--- src/suer_pkg.sv ---
// suer_pkg: constants for the special-unit error and restart block
// assumes one 250 MHz clock and an apb register bus
package suer_pkg;
  localparam int SUER_UNITS = 10;
  localparam int SUER_NUM_W = 4;
  localparam int SUER_WORDS_PER_UNIT = 10;
  localparam int SUER_REFRESH_BASE = 100;
  // register byte offsets
  localparam logic [7:0] SUER_OFS_ERR = 8'h00;
  localparam logic [7:0] SUER_OFS_RST = 8'h04;
  localparam logic [7:0] SUER_OFS_SUM = 8'h08;
  localparam logic [7:0] SUER_OFS_IRQ_ST = 8'h0C;
  localparam logic [7:0] SUER_OFS_IRQ_EN = 8'h10;
  localparam logic [7:0] SUER_OFS_IRQ_CLR = 8'h14;
  localparam logic [7:0] SUER_OFS_STATE = 8'h18;
  // summary register fields
  localparam int SUER_SUM_BIT = 0;
  localparam int SUER_HALT_BIT = 1;
  localparam int SUER_WAIT_BIT = 2;
  // interrupt status fields
  localparam int SUER_IRQ_DUP = 0;
  localparam int SUER_IRQ_REFR = 1;
  localparam int SUER_IRQ_DEFECT = 2;
  localparam int SUER_IRQ_RESTART = 3;
  localparam int SUER_IRQ_W = 4;
  // reset values
  localparam logic [9:0] SUER_RST_FLAGS = 10'h000;
  localparam logic [SUER_IRQ_W-1:0] SUER_RST_IRQ = 4'h0;
  typedef enum logic [1:0] {
    SUER_RUN = 2'b00,
    SUER_HALT = 2'b01,
    SUER_WAIT = 2'b10
  } suer_state_t;
endpackage : suer_pkg

--- src/suer_restart_det.sv ---
// suer_restart_det: off-on-off detector for one restart bit
// assumes the bit is a register in the same clock domain
`timescale 1ns/10ps
`default_nettype none
module suer_restart_det (
  // clock and reset
  input wire logic sys_clk,
  input wire logic rst_n,
  // restart bit and completion pulse
  input wire logic restart_bit,
  output logic restart_done
);
  logic armed;
  logic last;
  wire rise = restart_bit & ~last;
  wire fall = ~restart_bit & last;
  always_ff @(posedge sys_clk or negedge rst_n) begin
    if (!rst_n) begin
      last <= 1'b0;
      armed <= 1'b0;
    end else begin
      last <= restart_bit;
      if (rise) begin
        armed <= 1'b1;
      end else if (fall) begin
        armed <= 1'b0;
      end
    end
  end
  assign restart_done = fall & armed;
endmodule : suer_restart_det
`default_nettype wire

--- src/suer_top.sv ---
// suer_top: special-unit error flags, summary bit and restart bits
// assumes an apb master on sys_clk and units on the expansion bus
`timescale 1ns/10ps
`default_nettype none
module suer_top
  import suer_pkg::*;
(
  // clock and reset
  input wire logic sys_clk,
  input wire logic rst_b,
  // apb slave
  input wire logic psel,
  input wire logic penable,
  input wire logic pwrite,
  input wire logic [7:0] paddr,
  input wire logic [31:0] pwdata,
  output logic [31:0] prdata,
  output logic pready,
  output logic pslverr,
  // special units, slot i holds the unit in position i
  input wire logic [SUER_UNITS*SUER_NUM_W-1:0] unit_switch_num,
  input wire logic [SUER_UNITS-1:0] unit_present,
  input wire logic [SUER_UNITS-1:0] unit_defective,
  input wire logic [SUER_UNITS-1:0] refresh_fault,
  // controller side
  output logic [SUER_UNITS-1:0] unit_reinit,
  output logic [SUER_UNITS-1:0] unit_refresh_en,
  output logic [SUER_UNITS*SUER_NUM_W-1:0] unit_live_num,
  output logic [SUER_UNITS*8-1:0] unit_refresh_base,
  output logic program_halt,
  output logic cpu_waiting,
  output logic [SUER_UNITS-1:0] io_table_unknown,
  output logic irq
);
  // ==========================================================
  // reset release
  logic rst_meta;
  logic rst_n;
  always_ff @(posedge sys_clk or negedge rst_b) begin
    if (!rst_b) begin
      rst_meta <= 1'b0;
      rst_n <= 1'b0;
    end else begin
      rst_meta <= 1'b1;
      rst_n <= rst_meta;
    end
  end

  // ==========================================================
  // registers
  logic [SUER_UNITS-1:0] unit_error_flags;
  logic [SUER_UNITS-1:0] unit_restart_bits;
  logic special_unit_error_summary;
  logic [SUER_IRQ_W-1:0] irq_status;
  logic [SUER_IRQ_W-1:0] irq_enable;
  suer_state_t state;
  suer_state_t next_state;

  // ==========================================================
  // per-unit slots
  logic [SUER_UNITS-1:0] restart_done;
  logic [SUER_UNITS-1:0] stopped;
  logic [SUER_UNITS-1:0] dup_hit;
  logic [SUER_UNITS-1:0] refr_hit;
  logic [SUER_UNITS-1:0] defect_hit;
  logic [SUER_NUM_W-1:0] live [SUER_UNITS];

  // numbers are latched on the first edge after reset; until then every
  // live copy reads zero and would look like one big duplicate
  logic nums_valid;
  always_ff @(posedge sys_clk or negedge rst_n) begin
    if (!rst_n) begin
      nums_valid <= 1'b0;
    end else begin
      nums_valid <= 1'b1;
    end
  end

  genvar gi;
  generate
    for (gi = 0; gi < SUER_UNITS; gi++) begin : g_unit
      logic [SUER_UNITS-1:0] same;
      genvar gj;
      suer_restart_det u_det (
        .sys_clk(sys_clk),
        .rst_n(rst_n),
        .restart_bit(unit_restart_bits[gi]),
        .restart_done(restart_done[gi])
      );
      suer_unit_slot u_slot (
        .sys_clk(sys_clk),
        .rst_n(rst_n),
        .switch_num(unit_switch_num[gi*SUER_NUM_W +: SUER_NUM_W]),
        .restart_done(restart_done[gi]),
        .refresh_fault(refresh_fault[gi] & unit_present[gi]),
        .live_num(live[gi]),
        .stopped(stopped[gi])
      );
      for (gj = 0; gj < SUER_UNITS; gj++) begin : g_cmp
        assign same[gj] = (gj != gi) && unit_present[gj]
          && (live[gj] == live[gi]);
      end
      // flag lands on the duplicated number
      assign dup_hit[gi] = nums_valid && unit_present[gi] && (|same);
      assign refr_hit[gi] = nums_valid & unit_present[gi]
        & refresh_fault[gi];
      assign defect_hit[gi] = unit_present[gi] & unit_defective[gi];
      assign unit_live_num[gi*SUER_NUM_W +: SUER_NUM_W] = live[gi];
      // ten refresh words per unit number
      assign unit_refresh_base[gi*8 +: 8] = 8'(SUER_REFRESH_BASE
        + SUER_WORDS_PER_UNIT * int'(live[gi]));
    end
  endgenerate

  // map per-slot hits onto unit-number flag positions
  logic [SUER_UNITS-1:0] set_by_num;
  always_comb begin
    set_by_num = '0;
    for (int k = 0; k < SUER_UNITS; k++) begin
      if ((dup_hit[k] || refr_hit[k]) && live[k] < SUER_UNITS) begin
        set_by_num[live[k]] = 1'b1;
      end
    end
  end

  // restart of a flag bit position clears that number's flag
  logic [SUER_UNITS-1:0] clr_by_num;
  assign clr_by_num = restart_done;

  wire any_dup = |dup_hit;
  wire any_refr = |refr_hit;
  wire any_defect = |defect_hit;

  // ==========================================================
  // apb decode
  wire apb_acc = psel & penable;
  wire apb_wr = apb_acc & pwrite;
  wire hit_err = (paddr == SUER_OFS_ERR);
  wire hit_rst = (paddr == SUER_OFS_RST);
  wire hit_sum = (paddr == SUER_OFS_SUM);
  wire hit_ist = (paddr == SUER_OFS_IRQ_ST);
  wire hit_ien = (paddr == SUER_OFS_IRQ_EN);
  wire hit_icl = (paddr == SUER_OFS_IRQ_CLR);
  wire hit_sta = (paddr == SUER_OFS_STATE);
  wire hit_any = hit_err | hit_rst | hit_sum | hit_ist | hit_ien
    | hit_icl | hit_sta;
  wire wr_rst = apb_wr & hit_rst;
  wire wr_ien = apb_wr & hit_ien;
  wire wr_icl = apb_wr & hit_icl;
  // read-only registers refuse writes, unmapped refuses all
  wire bad = ~hit_any | (pwrite & (hit_err | hit_sum | hit_ist
    | hit_sta));

  assign pready = 1'b1;
  assign pslverr = apb_acc & bad;

  logic [31:0] rd_mux;
  always_comb begin
    rd_mux = 32'h0000_0000;
    if (hit_err) rd_mux[SUER_UNITS-1:0] = unit_error_flags;
    if (hit_rst) rd_mux[SUER_UNITS-1:0] = unit_restart_bits;
    if (hit_sum) begin
      rd_mux[SUER_SUM_BIT] = special_unit_error_summary;
      rd_mux[SUER_HALT_BIT] = program_halt;
      rd_mux[SUER_WAIT_BIT] = cpu_waiting;
    end
    if (hit_ist) rd_mux[SUER_IRQ_W-1:0] = irq_status;
    if (hit_ien) rd_mux[SUER_IRQ_W-1:0] = irq_enable;
    if (hit_sta) rd_mux[1:0] = state;
  end

  always_ff @(posedge sys_clk or negedge rst_n) begin
    if (!rst_n) begin
      prdata <= 32'h0000_0000;
    end else if (psel & ~penable & ~pwrite) begin
      prdata <= rd_mux;
    end
  end

  // ==========================================================
  // error flags and summary
  always_ff @(posedge sys_clk or negedge rst_n) begin
    if (!rst_n) begin
      unit_error_flags <= SUER_RST_FLAGS;
      unit_restart_bits <= SUER_RST_FLAGS;
      special_unit_error_summary <= 1'b0;
    end else begin
      if (wr_rst) begin
        unit_restart_bits <= pwdata[SUER_UNITS-1:0];
      end
      // set wins over the restart clear
      unit_error_flags <= (unit_error_flags & ~clr_by_num)
        | set_by_num;
      if (any_dup || any_refr) begin
        special_unit_error_summary <= 1'b1;
      end else if (~|(unit_error_flags & ~clr_by_num)) begin
        special_unit_error_summary <= 1'b0;
      end
    end
  end

  // ==========================================================
  // controller run state
  always_comb begin
    case (state)
      SUER_RUN: begin
        if (any_dup) next_state = SUER_HALT;
        else if (any_defect) next_state = SUER_WAIT;
        else next_state = SUER_RUN;
      end
      SUER_HALT: begin
        if (any_dup) next_state = SUER_HALT;
        else next_state = any_defect ? SUER_WAIT : SUER_RUN;
      end
      SUER_WAIT: begin
        if (any_dup) next_state = SUER_HALT;
        else next_state = any_defect ? SUER_WAIT : SUER_RUN;
      end
      default: next_state = SUER_RUN;
    endcase
  end

  always_ff @(posedge sys_clk or negedge rst_n) begin
    if (!rst_n) begin
      state <= SUER_RUN;
    end else begin
      state <= next_state;
    end
  end

  // duplicate halts; refresh fault does not
  assign program_halt = (state == SUER_HALT);
  // defective unit: waiting, table shows unknown
  assign cpu_waiting = (state == SUER_WAIT);
  assign io_table_unknown = defect_hit;
  assign unit_refresh_en = unit_present & ~stopped
    & {SUER_UNITS{~program_halt}};
  assign unit_reinit = restart_done;

  // ==========================================================
  // interrupts
  logic [SUER_IRQ_W-1:0] irq_ev;
  assign irq_ev = {|restart_done, any_defect, any_refr, any_dup};
  always_ff @(posedge sys_clk or negedge rst_n) begin
    if (!rst_n) begin
      irq_status <= SUER_RST_IRQ;
      irq_enable <= SUER_RST_IRQ;
    end else begin
      irq_status <= (irq_status & ~({SUER_IRQ_W{wr_icl}}
        & pwdata[SUER_IRQ_W-1:0])) | irq_ev;
      if (wr_ien) irq_enable <= pwdata[SUER_IRQ_W-1:0];
    end
  end
  assign irq = |(irq_status & irq_enable);

  // helper: cycles for which restart bit 3 has stood on, saturating,
  // so the on phase may last any number of cycles
  logic [3:0] hold3;
  always_ff @(posedge sys_clk or negedge rst_n) begin
    if (!rst_n) begin
      hold3 <= 4'h0;
    end else if (!unit_restart_bits[3]) begin
      hold3 <= 4'h0;
    end else if (hold3 != 4'hF) begin
      hold3 <= hold3 + 4'h1;
    end
  end
endmodule : suer_top
`default_nettype wire

--- src/suer_unit_slot.sv ---
// suer_unit_slot: per-unit number latch and service state
// assumes unit number and present inputs are synchronous
`timescale 1ns/10ps
`default_nettype none
module suer_unit_slot
  import suer_pkg::*;
(
  // clock and reset
  input wire logic sys_clk,
  input wire logic rst_n,
  // unit side
  input wire logic [SUER_NUM_W-1:0] switch_num,
  input wire logic restart_done,
  input wire logic refresh_fault,
  // results
  output logic [SUER_NUM_W-1:0] live_num,
  output logic stopped
);
  logic loaded;
  always_ff @(posedge sys_clk or negedge rst_n) begin
    if (!rst_n) begin
      live_num <= '0;
      loaded <= 1'b0;
      stopped <= 1'b0;
    end else begin
      // number only taken at power-up or restart
      // power-up load acts like a restart
      if (!loaded || restart_done) begin
        live_num <= switch_num;
        loaded <= 1'b1;
      end
      if (refresh_fault) begin
        stopped <= 1'b1;
      end else if (restart_done) begin
        stopped <= 1'b0;
      end
    end
  end
endmodule : suer_unit_slot
`default_nettype wire
--- config.mk ---
export PLATFORM = sky130hd
export DESIGN_NAME = suer_top
export DESIGN_NICKNAME = d
export VERILOG_FILES = /design/src/suer_pkg.sv /design/src/suer_restart_det.sv /design/src/suer_top.sv /design/src/suer_unit_slot.sv
export SDC_FILE = /design/constraint.sdc
export NUM_CORES = 1
export LEC_CHECK = 0
export ABC_CLOCK_PERIOD_IN_PS = 4300
export BUFFER_PORTS_ARGS = -buffer_cell sky130_fd_sc_hd__buf_2
export CAP_MARGIN = 25
export CORE_MARGIN = 2
export CORE_UTILIZATION = 38
export DETAILED_ROUTE_END_ITERATION = 12
export RECOVER_POWER = 50
export SLEW_MARGIN = 10
export SYNTH_ARGS = -nofsm -noshare
export SYNTH_HDL_FRONTEND = slang
export SYNTH_SLANG_ARGS = --single-unit
--- constraint.sdc ---
create_clock -name sys_clk -period 4.3 [get_ports sys_clk]
set_clock_uncertainty 0.15 [all_clocks]
set_input_delay 0.43 -clock sys_clk [delete_from_list [all_inputs] [get_ports sys_clk]]
set_output_delay 0.43 -clock sys_clk [all_outputs]
set_load 0.01 [all_outputs]
==> out/results.txt <==
Setup WS post-layout: 0.377 ns
Router iterations before antenna repair: 7
Gpl congestion: 0.955
DRT iter0 DRCs: 896
Max Slew Vio Count: 53
Switching Fraction: 41.3%
Post-synth EDFFs: 0
Port Buffers: 246
Sequential share of the synthesized area: 26.3%
Die X: 180 µm
Tmin final: 3.92 ns
Crit start category: flip-flop
Setup WS pre-CTS: 0.867 ns
Reg2reg setup slack: 0.95 ns
GRT Total Usage: 24.0%
DRT antenna net count: 0
Congestion Overflow GR: 0
Synth unique cells: 76
Critical Path RT: 3.72 ns
Violated checks: capacitance limit, slew limit
Post-CTS Hold Buffers: 1
Status: finished, violations left
Via density: 5.59
Slew HR: -50.9%
Maximum clock path buffer count: 2
Syn Area/Cell: 9.32 µm²
Dpl hpwl: 29700 µm
DR DRC count: 0
Number of global-route vias before repair: 10100
Layout Nets: 1644
Synth Register Bits: 124
Worst min path class: primary input to flip-flop
Worst Path Arrival: 3.34 ns
Combinational share of power: 37.4%
Worst skew pair latency: 0.43 ns
Final Cycle Share: 91.2%
DP Area: 12700 µm²
CTS Root Buffer Type: clkbuf_16
Syn Inst Count: 1268
# H-tree levels: 4
First-pass GRT wire length: 60700 µm
I/O Pins: 302
DP Cell Count: 1825
Setup_tns: 0 ns
Die H: 180 µm
Maxcap violations: 1
DR WL/cell: 21.4 µm
Row Count: 64
Via Count: 10400
Post-CTS resize count: 0
Layout cells sized above 1: 24.6%
Synth Cell Area: 11800 µm²
Setup violations, final: 0
Area growth syn-to-layout: 12.1%
Crit end category: output pin
Int Pwr: 2.82 mW
P_leak: 6.01 nW
DIE AREA: 32500 µm²
Initial antenna violation count: 0
Post CTS Setup Buffer Count: 0
Power share of the clock group: 31.5%
Pin count of the biggest net entering global routing: 71
Worst VDD drop: 0.000214 V
Fraction of registers with async set/reset: 100%
Clock tree sinks: 124
Psw: 1.98 mW
RSZ-0062 raised after global routing: false
Primary FF master, synth: dfrtp_1
# diodes: 0
Reg power frac: 31.1%
Pwr Density: 363 nW/µm²
Fin. Hold Viols: 0
Total Wirelength: 39700 µm
Non-filler cells, final: 1858
Final instance area: 13200 µm²
Core Region: 30600 µm²
Slew @ Worst Pin: 2.26 ns
Max FO, Critical Path: 20
YS warnings: 0
Starting Density: 38.6%
Critical path type: flip-flop to output pin
Clk slew on worst S/H paths: 0.08 ns
Max Clock Freq: 255 MHz
CTS tree: yes
CTS Buf Count: 17
-- state kept, by name (all words and copies together) (netlist names) --
signal / flops
g_unit.u_slot.stopped: 10
nums_valid: 1
g_unit.u_slot.loaded: 10
g_unit.u_det.last: 10
irq_status: 4
unit_restart_bits: 10
rst_meta: 1
rst_n: 1
g_unit.u_det.armed: 10
g_unit.u_slot.live_num: 40
unit_error_flags: 10
state: 2
irq_enable: 4
prdata: 10
special_unit_error_summary: 1
-- layer usage --
metal  GRT usage (%)  routed length [µm]
met5               0                   0
met4            7.52                 942
met3            4.67                3370
met2            38.4               18200
met1            32.7               17200
-- kinds of logic (layout without fill, tap and decap cells) --
kind of cell | count (synthesis) | in the layout | synth area share [%]
flops | 124 | 124 | 26.3
buf+inv | 198 | 349 | 11.8
other cells | 2 | 45 | 0.0635
simple gates | 384 | 384 | 17.9
xor+xnor | 228 | 228 | 17.0
mux | 75 | 75 | 7.24
fa+ha+maj | 80 | 80 | 9.10
compound gates | 177 | 177 | 10.7
-- cells in the mapped netlist, drive strengths merged, types with 5 or more instances --
library cell / n / share of area [%]
or3: 5 / 0.28
and3: 7 / 0.37
nand2: 96 / 3.0
nand3: 27 / 1.1
nor4b: 7 / 0.57
nand4: 19 / 1.0
nor4: 66 / 3.5
clkbuf: 18 / 0.68
dfrtp: 124 / 26
nor3: 31 / 1.7
nand3b: 6 / 0.38
a31oi: 15 / 0.79
inv: 47 / 1.5
ha: 70 / 7.4
mux2: 64 / 6.1
o31ai: 10 / 0.79
a22oi: 49 / 3.1
o21ai: 24 / 1.0
or2: 5 / 0.26
nor3b: 19 / 1.2
xnor2: 19 / 1.4
nand4b: 6 / 0.44
fa: 10 / 1.7
buf: 133 / 9.6
and2: 21 / 1.1
a22o: 12 / 0.89
or4: 6 / 0.38
mux2i: 9 / 0.76
a211oi: 6 / 0.38
nor2b: 9 / 0.48
nor2: 46 / 1.5
o22ai: 5 / 0.26
xor2: 209 / 16
a21oi: 29 / 1.2
-- final cells by class --
class	instances	area [µm²]
repair buffers	270	1390
inverters	47	176
fillers	3095	17300
well taps	396	495
clock inverters	15	173
flip-flops and latches	124	3100
multi-input cells	989	7480
clock buffers	17	425
-- cells in the final DEF, fill, tap and decap left out, types with 4 or more instances in the layout --
cell / count
and3_1: 7
nand4b_1: 6
or3_1: 4
buf_4: 22
nor3b_1: 19
mux2i_1: 9
inv_8: 6
clkbuf_1: 31
xor2_1: 208
conb_1: 45
nor3_2: 5
o22ai_1: 5
nor2b_1: 9
or4_1: 6
inv_1: 47
nand3b_1: 6
a211oi_1: 6
nand3_1: 27
a22oi_1: 49
a22o_1: 12
o21ai_0: 23
nor4_1: 66
buf_2: 215
nand2_1: 96
nor4b_1: 6
inv_6: 4
clkbuf_16: 17
nor2_1: 45
fa_1: 10
o31ai_1: 8
a21oi_1: 29
nor3_1: 24
xnor2_1: 19
dfrtp_1: 124
mux2_2: 64
nand4_1: 19
and2_0: 10
ha_1: 70
a31oi_1: 15
and2_1: 11
-- critical path, stage by stage (launching register included) --
cell and delay (ns):
dfrtp_1 0.98, ha_1 0.39, ha_1 0.24, fa_1 0.50, a31oi_1 0.26, nor2_1 0.07, a211oi_1 0.24, a21oi_1 0.05
buf_2 0.18
-- path summary, 6_finish.rpt --
path,depth (start not counted),start,endpoint
setup / recovery,8,g_unit[8].u_slot.live_num[3],unit_refresh_base[71]
hold / removal,2,unit_switch_num[7],g_unit[1].u_slot.live_num[3]
setup reg to reg,9,g_unit[1].u_slot.live_num[3],unit_error_flags[0]
hold reg to reg,0,rst_meta,rst_n
max in group asynchronous,0,rst_n,g_unit[4].u_slot.live_num[3]
min in group asynchronous,2,rst_b,rst_meta
-- metrics by stage --
| step | utilization [%] | hold slack [ns] | total power [mW] |
|---|---|---|---|
| final | 43.3 | 0.0771 | 4.80 |
| after global routing | 43.3 | 0.0704 | 5.07 |
| after CTS | 43.4 | 0.0638 | 4.83 |
| after detailed placement | 41.4 | 0.0652 | 3.29 |
| after global placement | 41.4 | 0.0651 | 3.27 |
| after floorplan | - | -0.0156 | 2.79 |
-- power groups by stage --
stage                     Sequential, mW  Clock, mW  Combinational, mW
after floorplan                     1.34          0               1.45
after global placement              1.52          0               1.75
after detailed placement            1.52          0               1.78
after CTS                           1.49       1.54               1.79
after global routing                1.52       1.59               1.97
final                               1.49       1.51               1.79
(Power assumes the default switching activity.)
